===== src/mes_regs.svh =====
// register offsets, field positions, reset values for the event status block
`ifndef MES_REGS_SVH
`define MES_REGS_SVH

// byte offsets on the apb slave
`define MES_OFF_LINK_RAW 8'h00
`define MES_OFF_LINK_MASKED 8'h04
`define MES_OFF_CMD_RAW 8'h08
`define MES_OFF_CONTROL 8'h0C
`define MES_OFF_LINK_STATE 8'h10
`define MES_OFF_INT_STATUS 8'h14
`define MES_OFF_INT_CLEAR 8'h18
`define MES_OFF_INT_ENABLE 8'h1C

// control register field
`define MES_CTRL_TEST_EN_BIT 17

// interrupt status layout: two channels per event kind
`define MES_INT_LINK_RAW_LSB 0
`define MES_INT_LINK_MASKED_LSB 2
`define MES_INT_CMD_LSB 4
`define MES_INT_W 6

// reset values
`define MES_RST_EVENT 1'h0
`define MES_RST_TEST_EN 1'h0
`define MES_RST_LINK_STATE 32'h0000_0000
`define MES_RST_INT 6'h00
`define MES_RST_RDATA 32'h0000_0000

`endif


===== src/mes_pkg.sv =====
// types shared by the event status block
package mes_pkg;

  // one completed read of a phy generic status register
  typedef struct packed {
    logic done;
    logic [4:0] addr;
    logic link;
  } mes_status_rd_t;

  // per-channel phy select settings held outside this block
  typedef struct packed {
    logic [4:0] addr;
    logic link_int_enable;
  } mes_phy_sel_t;

  // apb request fields that travel together
  typedef struct packed {
    logic [7:0] paddr;
    logic pwrite;
    logic [31:0] pwdata;
  } mes_apb_req_t;

endpackage


===== src/mes_event_cell.sv =====
// one sticky event bit: hardware set, write-one clear, test-mode set
`include "mes_regs.svh"

module mes_event_cell
(
  input wire logic i_core_clk,
  input wire logic i_resetn,
  input wire logic i_hw_set,
  input wire logic i_wr_one,
  input wire logic i_test_en,
  output logic o_bit
);

  logic next_bit;

  // hardware set beats a clear in the same cycle; test mode turns a one into a set
  always_comb
  begin
    next_bit = i_hw_set | (i_wr_one & i_test_en) | (o_bit & ~i_wr_one);
  end

  // the bit itself
  always_ff @(posedge i_core_clk or negedge i_resetn)
  begin
    if (!i_resetn)
      o_bit <= `MES_RST_EVENT;
    else
      o_bit <= next_bit;
  end

endmodule


===== src/mes_event_status.sv =====
// link-change and command-complete event latching with apb register access
//
// Local design decisions: the APB interface to the registers and the register offsets.
`include "mes_regs.svh"

// Operation
// event register bits 31-2 read zero, ignore writes
// link change on selected phy sets raw bit
// write one clears raw link bit
// test enable lets written ones set bits
// masked link bit needs change and enable
// write one clears masked link bit
// finished user command sets raw done bit
// write one clears raw done bit
// control bit 17 is the test enable
// link state refreshed on status register reads
// reset clears events; event beats clear
module mes_event_status #(
  parameter int NCH = 2
)
(
  input wire logic i_core_clk,
  input wire logic i_resetn,
  input wire logic i_psel,
  input wire logic i_penable,
  input wire logic i_pwrite,
  input wire logic [7:0] i_paddr,
  input wire logic [31:0] i_pwdata,
  output logic [31:0] o_prdata,
  output logic o_pready,
  output logic o_pslverr,
  input wire mes_pkg::mes_status_rd_t i_status_rd,
  input wire mes_pkg::mes_phy_sel_t [NCH-1:0] i_phy_sel,
  input wire logic [NCH-1:0] i_cmd_done,
  output logic [NCH-1:0] o_link_raw,
  output logic [NCH-1:0] o_link_masked,
  output logic [NCH-1:0] o_cmd_raw,
  output logic o_test_en,
  output logic [31:0] o_link_state,
  output logic o_irq
);

  mes_pkg::mes_apb_req_t req;
  logic access;
  logic wr;
  logic setup;
  logic hit;
  logic [31:0] rd_mux;
  logic [NCH-1:0] wr_link_raw;
  logic [NCH-1:0] wr_link_masked;
  logic [NCH-1:0] wr_cmd_raw;
  logic [NCH-1:0] link_evt;
  logic [NCH-1:0] link_mevt;
  logic link_changed;
  logic [`MES_INT_W-1:0] int_status;
  logic [`MES_INT_W-1:0] int_enable;
  logic [`MES_INT_W-1:0] int_evt;
  logic [`MES_INT_W-1:0] int_clr;
  logic [`MES_INT_W-1:0] next_int_status;

  // gather the request and the apb phases
  assign req = '{paddr: i_paddr, pwrite: i_pwrite, pwdata: i_pwdata};
  assign setup = i_psel & ~i_penable;
  assign access = i_psel & i_penable;
  assign wr = access & req.pwrite;

  // zero wait states; unmapped access flags an error
  assign o_pready = 1'b1;
  assign o_pslverr = access & ~hit;

  // write-one strobes per event register, only the channel bits taken
  always_comb
  begin
    wr_link_raw = '0;
    wr_link_masked = '0;
    wr_cmd_raw = '0;
    if (wr && req.paddr == `MES_OFF_LINK_RAW)
      wr_link_raw = req.pwdata[NCH-1:0];
    if (wr && req.paddr == `MES_OFF_LINK_MASKED)
      wr_link_masked = req.pwdata[NCH-1:0];
    if (wr && req.paddr == `MES_OFF_CMD_RAW)
      wr_cmd_raw = req.pwdata[NCH-1:0];
  end

  // a status read whose link bit differs from the stored one is a change
  assign link_changed = i_status_rd.done &
                        (i_status_rd.link != o_link_state[i_status_rd.addr]);

  // per-channel event detection and the three sticky bits
  genvar ch;
  generate
    for (ch = 0; ch < NCH; ch++)
    begin : g_ch
      // change on the address this channel watches
      assign link_evt[ch] = link_changed &
                            (i_status_rd.addr == i_phy_sel[ch].addr);
      // masked copy only with the channel's link interrupt enable
      assign link_mevt[ch] = link_evt[ch] & i_phy_sel[ch].link_int_enable;

      mes_event_cell u_link_raw
      (
        .i_core_clk(i_core_clk),
        .i_resetn(i_resetn),
        .i_hw_set(link_evt[ch]),
        .i_wr_one(wr_link_raw[ch]),
        .i_test_en(o_test_en),
        .o_bit(o_link_raw[ch])
      );

      mes_event_cell u_link_masked
      (
        .i_core_clk(i_core_clk),
        .i_resetn(i_resetn),
        .i_hw_set(link_mevt[ch]),
        .i_wr_one(wr_link_masked[ch]),
        .i_test_en(o_test_en),
        .o_bit(o_link_masked[ch])
      );

      mes_event_cell u_cmd_raw
      (
        .i_core_clk(i_core_clk),
        .i_resetn(i_resetn),
        .i_hw_set(i_cmd_done[ch]),
        .i_wr_one(wr_cmd_raw[ch]),
        .i_test_en(o_test_en),
        .o_bit(o_cmd_raw[ch])
      );

    end
  endgenerate

  // control register: only the test enable is stored
  always_ff @(posedge i_core_clk or negedge i_resetn)
  begin
    if (!i_resetn)
      o_test_en <= `MES_RST_TEST_EN;
    else if (wr && req.paddr == `MES_OFF_CONTROL)
      o_test_en <= req.pwdata[`MES_CTRL_TEST_EN_BIT];
  end

  // per-address link state, refreshed on each status register read
  always_ff @(posedge i_core_clk or negedge i_resetn)
  begin
    if (!i_resetn)
      o_link_state <= `MES_RST_LINK_STATE;
    else if (i_status_rd.done)
      o_link_state[i_status_rd.addr] <= i_status_rd.link;
  end

  // interrupt events and write-one clears in status layout
  assign int_evt = {i_cmd_done, link_mevt, link_evt};
  assign int_clr = (wr && req.paddr == `MES_OFF_INT_CLEAR) ?
                   req.pwdata[`MES_INT_W-1:0] : `MES_RST_INT;

  // set wins over clear so no event is lost
  always_comb
  begin
    next_int_status = int_evt | (int_status & ~int_clr);
  end

  // sticky interrupt status
  always_ff @(posedge i_core_clk or negedge i_resetn)
  begin
    if (!i_resetn)
      int_status <= `MES_RST_INT;
    else
      int_status <= next_int_status;
  end

  // interrupt enable register
  always_ff @(posedge i_core_clk or negedge i_resetn)
  begin
    if (!i_resetn)
      int_enable <= `MES_RST_INT;
    else if (wr && req.paddr == `MES_OFF_INT_ENABLE)
      int_enable <= req.pwdata[`MES_INT_W-1:0];
  end

  // level interrupt while any enabled status bit is set
  always_ff @(posedge i_core_clk or negedge i_resetn)
  begin
    if (!i_resetn)
      o_irq <= 1'h0;
    else
      o_irq <= |(next_int_status & int_enable);
  end

  // read decode; upper bits of event registers always zero
  always_comb
  begin
    rd_mux = '0;
    hit = 1'b1;
    case (req.paddr)
      `MES_OFF_LINK_RAW: rd_mux[NCH-1:0] = o_link_raw;
      `MES_OFF_LINK_MASKED: rd_mux[NCH-1:0] = o_link_masked;
      `MES_OFF_CMD_RAW: rd_mux[NCH-1:0] = o_cmd_raw;
      `MES_OFF_CONTROL: rd_mux[`MES_CTRL_TEST_EN_BIT] = o_test_en;
      `MES_OFF_LINK_STATE: rd_mux = o_link_state;
      `MES_OFF_INT_STATUS: rd_mux[`MES_INT_W-1:0] = int_status;
      `MES_OFF_INT_CLEAR: rd_mux = '0;
      `MES_OFF_INT_ENABLE: rd_mux[`MES_INT_W-1:0] = int_enable;
      default: hit = 1'b0;
    endcase
  end

  // read data captured in the setup cycle, held through the access
  always_ff @(posedge i_core_clk or negedge i_resetn)
  begin
    if (!i_resetn)
      o_prdata <= `MES_RST_RDATA;
    else if (setup)
      o_prdata <= rd_mux;
  end
endmodule


===== config.mk =====
export PLATFORM = sky130hd
export DESIGN_NAME = mes_event_status
export DESIGN_NICKNAME = d
export VERILOG_FILES = /design/src/mes_pkg.sv /design/src/mes_event_cell.sv /design/src/mes_event_status.sv
export VERILOG_INCLUDE_DIRS = /design/src
export SDC_FILE = /design/constraint.sdc
export NUM_CORES = 1
export LEC_CHECK = 0
export BUFFER_PORTS_ARGS = -buffer_cell sky130_fd_sc_hd__buf_2
export CAP_MARGIN = 20
export CORE_MARGIN = 2
export CORE_UTILIZATION = 49
export DETAILED_ROUTE_END_ITERATION = 10
export MAX_ROUTING_LAYER = met4
export PLACE_DENSITY = 0.83
export SLEW_MARGIN = 30
export SYNTH_ARGS = -nofsm -noshare
export SYNTH_HDL_FRONTEND = slang
export SYNTH_SLANG_ARGS = --single-unit

===== constraint.sdc =====
create_clock -name i_core_clk -period 2.5 [get_ports i_core_clk]
set_input_delay 0.375 -clock i_core_clk [delete_from_list [all_inputs] [get_ports i_core_clk]]
set_output_delay 0.375 -clock i_core_clk [all_outputs]
set_load 0.02 [all_outputs]

**Yosys cells after proc, flatten, opt, wreduce, memory -nomap -nowiden**

Cells that the tools add are included.

- Register bits: 84
- Input port bits: 66
- Output and inout port bits: 74

- Order comparisons: 2
- Eq/ne operators: 10
- Mux-type cells: 15
- Bitwise gates (word level): 45
- Reduce and logical (&&, ||, !) cells: 10

Operators with widths:

| cell | number |
|---|---|
| 32-bit bitwise mux | 1 |
| 8-bit by 5-bit == test with 1-bit output, second input constant | 4 |
| 1-bit bitwise AND | 21 |
| 8-bit by 4-bit == test with 1-bit output, second input constant | 2 |
| 14-bit 2-to-1 mux | 1 |
| 6-bit bitwise AND | 2 |
| 1-bit OR | 12 |
| 2-bit case mux with 6 select lines | 1 |
| 4-bit case mux with 3 select lines | 1 |
| 11-bit 2-to-1 mux | 1 |
| 5-bit == test | 2 |
| 8-bit by 3-bit == test with 1-bit output, second input constant | 1 |
| 8-bit zero test | 1 |
| 1-bit inverter | 8 |
| 8-bit OR reduction | 1 |
| 1-bit logical AND | 7 |
| 5-bit by 6-bit less-than comparator with 1-bit output, second input constant | 1 |
| 2-bit 2-to-1 mux | 3 |
| 6-bit 2-to-1 mux | 1 |
| 6-bit inverter | 1 |
| 6-bit OR | 1 |
| 6-bit OR reduction | 1 |
| 1-bit binary-select mux with 5-bit select | 1 |
| 1-bit demux with 5-bit select | 1 |
| other kinds (4) | 6 |

**Longest topological paths before layout**

Gate-level depths: netlist of the first run.

- Depth after elaboration: 9
- Depth in mapped cells: 7
- Gate-level depth less buffers: 6

**Hierarchy**

From an unflattened synthesis of the first run, not the netlist that was laid out.

- Cells, all modules: 427
- Area, all modules: 4357.9 um2

By module, submodules not included:

| module | instances | cells an instance | area each (um2) | sequential area each (um2) |
|---|---|---|---|---|
| mes_event_status | 1 | 409 | 4117.7 | 1951.9 |
| mes_event_cell | 6 | 3 | 40.0 | 25.0 |

**Least setup slack after synthesis of the first run**

Ideal clock, no wire load.

- Kind: input to register
- Start point: in i_paddr[2]
- End point: reg o_irq
- Setup time: 140 ps
- Arrival: 1872 ps
- Path slack: 488 ps
- Cell stages on the path: 7
- Path buffers: 1
- Cells stage by stage: buf_6 or4b_4 nor3_4 nand2_2 and3_4 a311oi_2 o211ai_1

- Longest elaborated chain between the ends: 8

Ends and longest elaborated chain:

| element | line | RTL |
|---|---|---|
| from (decl) | mes_event_status.sv:27 | `input wire logic [7:0] i_paddr,` |
| 8-bit by 5-bit == test with 1-bit output | - |  |
| 1-bit logical AND (no source line) | - |  |
| 6-bit 2-to-1 mux (no source line) | - |  |
| 6-bit inverter | mes_event_status.sv:159 | `next_int_status = int_evt \| (int_status & ~int_clr);` |
| 6-bit bitwise AND | mes_event_status.sv:159 |  |
| 6-bit OR | mes_event_status.sv:159 |  |
| 6-bit bitwise AND | mes_event_status.sv:186 | `o_irq <= \|(next_int_status & int_enable);` |
| 6-bit OR reduction | mes_event_status.sv:186 |  |
| to (signal assigned) | mes_event_status.sv:186 |  |
| to (decl) | mes_event_status.sv:40 | `output logic o_irq` |

No other way between the ends.
A chain may end at the register's enable or synchronous reset.

**Worst setup path after layout of the first run**

- Start point: reg o_link_state[11]
- End point: reg o_irq

- Longest elaborated chain between the ends: 9

Ends and longest elaborated chain:

| element | line | RTL |
|---|---|---|
| from (decl) | mes_event_status.sv:39 | `output logic [31:0] o_link_state,` |
| from (signal assigned) | mes_event_status.sv:146 | `` o_link_state <= `MES_RST_LINK_STATE; `` |
| from (signal, indexed assignment) | mes_event_status.sv:148 | `o_link_state[i_status_rd.addr] <= i_status_rd.link;` |
| 1-bit binary-select mux with 5-bit select * | mes_event_status.sv:87 | `(i_status_rd.link != o_link_state[i_status_rd.addr]);` |
| 1-bit 2-to-1 mux (not written as such) * | mes_event_status.sv:87 |  |
| 1-bit inequality test * | mes_event_status.sv:87 |  |
| 1-bit bitwise AND * | mes_event_status.sv:86 | `assign link_changed = i_status_rd.done &` |
| 1-bit bitwise AND | mes_event_status.sv:95 | `assign link_evt[ch] = link_changed &` |
| 1-bit bitwise AND | mes_event_status.sv:98 | `assign link_mevt[ch] = link_evt[ch] & i_phy_sel[ch].link_int_enable;` |
| 6-bit OR * | mes_event_status.sv:159 |  |
| 6-bit bitwise AND * | mes_event_status.sv:186 |  |
| 6-bit OR reduction * | mes_event_status.sv:186 |  |

Mark *: on every way between the ends. The rest lies on a longest branch, timed or not. The select of a mux whose other input is x is not followed.

==> impl_metrics.csv, run 1 <==
group,metric,value,unit
status,status,"finished clean",
clocking,clock_sinks,84,
clocking,insertion_delay,340,ps
clocking,h-tree-depth,3,
final_layout,synthToLayoutAreaGrowth,19.3,%
timing,hold_violations,0,
timing,fin_tns_setup,0,ps
clocking,root_buffer,"clkbuf_8",
synthesis,synth_area_per_cell,11.0,um2
power,leakage,2.50,nW
synthesis,async_reset_ff_share,100,%
global_route,grt_max_degree,50,
synthesis,ys.flop_type,"dfrtp_1",
die,die_h,96.6,um
timing,rsz0062_at_grt,"no",
final_layout,drive_above_1_share,37.1,%
placed_design,dp_hpwl,7800,um
placed_design,dp_cells,580,
die,die_width,96.6,um
die,start_util,50.9,%
global_route,grt.overflow.total,0,
worst_setup_path,setup.worst_path.end,"o_irq",
synthesis,yosys.area.top_type,"dfrtp_1",
final_layout,antenna_cells,0,
route,wirelength,10600,um
job,maxCapViolations,0,
timing,timing.fmax,0.472,GHz
worst_setup_path,crit_start,"o_link_state[11]",
route,wl_per_cell,17.8,um
worst_setup_path,arrival,2330,ps
worst_setup_path,cp-end-kind,"flip-flop",
global_route,grt_pass1_wl,17600,um
placed_design,place.gp.congestion,0.904,
worst_setup_path,r2r_slack,380,ps
synthesis,synth_nets,448,
power,power.density,663,nW/um2
timing,maxSlewViolCount,0,
synthesis,yosys-top-cells-area,"dfrtp_1 50%, mux2_2 9.9%, mux2i_1 5.7%",
hold_path,holdCritPathClass,"in2async",
clocking,cts_tree,"done",
worst_setup_path,crit_required,2710,ps
route,avgViaCountPerCell,5.72,
route,drt_first_pass_iters,4,
synthesis,syn_area,4200,um2
power,ir_worst_vdd,0.410,mV
synthesis,ys_seq_area_share,50.0,%
worst_setup_path,reg2reg_depth,5,
synthesis,synth_cell_types,46,
synthesis,synth.most_common_cell,"dfrtp_1",
synthesis,yosys_warnings,0,
synthesis,syn_inst,382,
clocking,cts_buffers,9,
timing,min_period,2120,ps
final_layout,nNetsFinal,552,
timing,fin_skew,8.11,ps
worst_setup_path,crit_path_start_kind,"flip-flop",
timing,relSlewSlack,57.9,%
route,via_count,3410,
global_route,grt_pass1_vias,3401,
synthesis,synth_top_area_share,50.0,%
die,io_pins,140,
timing,fin_hold_ws,37.7,ps
route,detail_route.iter0.violations,180,
placed_design,port-buffer-count,113,
timing,setup_viol,0,
clocking,cts_setup_buffers,0,
timing,tightest_slew,632,ps
worst_setup_path,r2r-start,"o_link_state[11]",
clocking,clk_pin_slew_worst_paths,80,ps
global_route,antenna_found_initial,0,
clocking,clockBufferDepth,2,
synthesis,yosys_register_bits,84,
synthesis,synthTopCellsByCount,"84 x dfrtp_1, 37 x mux2_2, 34 x nand2_1",
die,fp.dieArea,9330,um2
worst_setup_path,rr_endpoint,"o_irq",
global_route,grtUsageTotal,23.7,%
worst_setup_path,critPathMaxFanout,9,
synthesis,synth_edf_count,0,
die,rows,33,
clocking,ctsResizeCount,0,
final_layout,finalNonFillerCells,596,
die,core,8260,um2
timing,min_period_over_period,84.7,%
route,antenna_left,0,
route,drc,0,
clocking,hold_buffers,0,
worst_setup_path,critPathKind,"reg2reg",
cells in the final DEF (no fill, tap or decap), types with 10 or more instances in the layout:
cell and n:
buf_2 112, mux2i_1 24, nand2_1 34, mux2_2 37
o21ai_0 19, dfrtp_1 84, a22o_1 25, nand3_1 18
clkbuf_8 10, nor2_1 33
worst min-delay path by stage:
| stage | slack (ps) | cells after the start | end |
|---|---|---|---|
| CTS | 50 | 1 | o_prdata[20] |
| floorplan | 80 | 0 | g_ch[0].u_cmd_raw.o_bit |
| global route | 80 | 1 | o_link_state[21] |
| detailed placement | 430 | 1 | o_prdata[20] |
| global placement | 420 | 1 | o_prdata[20] |
| finish | 40 | 1 | o_prdata[20] |
layer usage:
metal	GRT usage [%]	vias up	share of wire, %
li1	-	1585	-
met1	30.8	1683	44
met2	38.0	132	49
met3	5.27	10	6.2
met4	6.28	0	1.1
met5	-	-	0
flip-flops by register name, indices dropped and copies added (netlist names):
name / cells
int_enable: 6
int_status: 6
o_prdata: 32
g_ch.u_link_masked.o_bit: 2
o_irq: 1
g_ch.u_cmd_raw.o_bit: 2
o_link_state: 32
o_test_en: 1
g_ch.u_link_raw.o_bit: 2
final cells by class:
cell class / count / area (um2)
Clock inverter: 4 / 48.8
Multi-Input combinational cell: 266 / 1930
Clock buffer: 12 / 145
Tap cell: 105 / 131
Fill cell: 721 / 3240
Sequential cell: 84 / 2100
Timing Repair Buffer: 121 / 641
Inverter: 4 / 15.0
power by group:
part	switching [mW]	internal, mW
combinational	0.424	0.288
sequential	0.159	1.50
clock	0.463	0.489
total	1.05	2.28
cells by family after synthesis:
logic type / Yosys count / synth area share [%]
compound gates: 77 / 13.2
xor+xnor: 11 / 2.47
buf+inv: 32 / 4.02
flops: 84 / 50.0
mux: 63 / 16.7
other cells: 1 / 0.0892
simple gates: 114 / 13.5
stage by stage:
step	instance area [um2]	total power [mW]	utilization, %	setup slack, ps
2_1_floorplan	4200	2.11	-	488
3_3_place_gp	4820	2.37	58.4	287
3_5_place_dp	4820	2.40	58.4	245
4_1_cts	5010	3.35	60.7	392
5_1_grt	5010	3.49	60.7	234
6_report	5010	3.33	60.7	381
critical path: stages (launching register included):
cell      delay [ps]
dfrtp_1          420
mux4_2           490
a222oi_1         350
nand3_1          180
xnor2_2          390
o211ai_1         150
No activity file was read; power rests on OpenSTA's default activity.
==> run 2, diff against run 1 <==
--- a/config.mk
+++ b/config.mk
@@ -9,10 +9,10 @@
 export BUFFER_PORTS_ARGS = -buffer_cell sky130_fd_sc_hd__buf_2
 export CAP_MARGIN = 20
 export CORE_MARGIN = 2
-export CORE_UTILIZATION = 49
+export CORE_UTILIZATION = 46
 export DETAILED_ROUTE_END_ITERATION = 10
 export MAX_ROUTING_LAYER = met4
-export PLACE_DENSITY = 0.83
+export PLACE_DENSITY = 0.82
 export SLEW_MARGIN = 30
 export SYNTH_ARGS = -nofsm -noshare
 export SYNTH_HDL_FRONTEND = slang
==> constraint.sdc (replaced) <==
create_clock -name i_core_clk -period 1.8 [get_ports i_core_clk]
set_input_delay 0.27 -clock i_core_clk [delete_from_list [all_inputs] [get_ports i_core_clk]]
set_output_delay 0.27 -clock i_core_clk [all_outputs]
set_load 0.02 [all_outputs]
==> impl_metrics.csv, run 2 (synthesis gave the netlist of run 1 again) <==
group,metric,value,unit
status,status,"finished with violations",
final_layout,layout_commonest_cell,"buf_2",
worst_setup_path,crit_required,2080,ps
worst_setup_path,cp.buffers_inverters,1,
placed_design,port-buffer-count,113,
power,leakage,2.82,nW
die,start_util,47.7,%
final_layout,drive_above_1_share,46.0,%
final_layout,finalNonFillerCells,658,
worst_setup_path,crit_family,"compound AO/OA/AOI/OAI gates",
worst_setup_path,r2r-start,"o_link_state[11]",
clocking,root_buffer,"clkbuf_8",
die,die_width,99.6,um
timing,fin_ws,-172,ps
timing,maxSlewViolCount,0,
worst_setup_path,worstPathCellList,"mux4_2, a222oi_1, nand3_1, xnor2_2, buf_6, o31ai_2",
global_route,grt_pass1_wl,18500,um
route,via_count,3726,
route,drt_first_pass_iters,4,
final_layout,synthToLayoutAreaGrowth,33.3,%
hold_path,worstHoldEndpoint,"o_test_en",
worst_setup_path,r2r_slack,-170,ps
final_layout,antenna_cells,0,
worst_setup_path,critPathMaxFanout,9,
clocking,clock_sinks,84,
job,maxCapViolations,0,
clocking,cts_tree,"done",
worst_setup_path,reg2reg_depth,6,
global_route,grtUsageTotal,24.5,%
die,io_pins,140,
timing,fin_skew,12.2,ps
clocking,cts_setup_buffers,0,
timing,rsz0062_at_grt,"yes",
route,avgViaCountPerCell,5.66,
global_route,grt.overflow.total,0,
clocking,insertion_delay,360,ps
worst_setup_path,critPathMaxStageDelay,470,ps
global_route,grt_pass1_vias,3781,
worst_setup_path,rr_endpoint,"g_ch[1].u_link_masked.o_bit",
final_layout,top_regs,"o_link_state (32), o_prdata (32)",
hold_path,min_from,"i_pwdata[17]",
route,drc,0,
worst_setup_path,crit_path_start_kind,"flip-flop",
timing,setup_viol,9,
die,rows,34,
die,die_h,99.6,um
worst_setup_path,arrival,2250,ps
die,core,8810,um2
final_layout,final_core_util,63.6,%
final_layout,nNetsFinal,611,
hold_path,hold_path_depth,2,
power,ir_worst_vdd,0.534,mV
worst_setup_path,critPathKind,"reg2reg",
placed_design,dp_hpwl,8780,um
clocking,clockBufferDepth,2,
die,fp.dieArea,9920,um2
timing,min_period,1970,ps
route,antenna_left,0,
placed_design,place.gp.congestion,0.961,
timing,timing.fmax,0.507,GHz
worst_setup_path,cpMaxStageDelayCell,"mux4_2",
route,detail_route.iter0.violations,224,
global_route,antenna_found_initial,0,
route,wl_per_cell,17.5,um
route,wirelength,11500,um
final_layout,final_cell_mix,"112 x buf_2, 77 x dfrtp_1, 62 x buf_4",
status,violations,"setup timing",
timing,hold_violations,0,
timing,min_period_over_period,110,%
power,power.density,934,nW/um2
worst_setup_path,cp-end-kind,"flip-flop",
clocking,clk_pin_slew_worst_paths,90,ps
clocking,cts_buffers,9,
clocking,h-tree-depth,3,
global_route,grt_max_degree,53,
placed_design,dp_cells,641,
hold_path,holdCritPathClass,"in2reg",
[run 2: cell types whose count changed in the layout (fill, tap and decap cells not counted), moves of 3 or more]
cell	delta
buf_4	+54
dfrtp_1	-7
dfrtp_2	+7
o31ai_1	-4
buf_12	+3
o31ai_2	+3
[run 2: power breakdown]
| part | leakage [nW] | switching (mW) | internal [mW] |
|---|---|---|---|
| clock | 0.124 | 0.749 | 0.945 |
| combinational | 1.60 | 0.708 | 0.571 |
| sequential | 1.10 | 0.165 | 2.09 |
[run 2: layout make-up]
type	count	area [um2]
Tap cell	108	135
Inverter	4	15.0
Timing Repair Buffer	180	1130
Fill cell	691	3200
Clock buffer	9	124
Sequential cell	84	2110
Multi-Input combinational cell	266	1960
Clock inverter	7	129
[run 2: stage by stage]
step                      hold slack, ps  setup TNS [ps]  instance area, um2  setup WS, ps  power [mW]
after detailed placement             241          -10040                5310          -369        3.55
final                                141           -1370                5600          -172        5.23
after global routing                 147           -2110                5600          -258        5.43
after CTS                            135           -1420                5600          -179        5.24
after floorplan                    -25.6           -1280                4210          -148        2.94
after global placement               236           -7570                5310          -251        3.50
[run 2: worst max path at each step]
stage / cells past startpoint / slack (ps) / start / to
6_report: 6 / -170 / o_link_state[11] / g_ch[1].u_link_masked.o_bit
3_5_place_dp: 7 / -370 / i_status_rd[2] / int_status[2]
5_1_grt: 6 / -260 / o_link_state[11] / int_status[3]
4_1_cts: 6 / -180 / o_link_state[11] / g_ch[0].u_link_masked.o_bit
2_1_floorplan: 5 / -150 / o_link_state[11] / o_irq
3_3_place_gp: 7 / -250 / i_status_rd[2] / g_ch[0].u_link_masked.o_bit
[run 2: repair_timing]
action	4_1_cts	5_1_grt
pin swaps	6	0
hold endpoints to repair	32	0
endpoints found under the setup margin	9	9
gates resized for setup	6	0
hold buffers	1	0
[run 2: worst reg2reg max path, delay by kind of cell, from the launching register on]
kind	cells	cell delay [ps]
AOI/OAI and AO/OA	2	510
xor gates and xnor gates	1	170
buffers and inverters	1	150
DFF	1	420
muxes	1	470
and+or+nand+nor	1	170
[run 2: layer usage]
layer	wire [um]	track usage, %	vias to the layer above
met1	4930	30.9	1832
met3	713	3.30	23
li1	-	-	1707
met5	0	-	-
met2	5660	41.0	164
met4	227	8.54	0
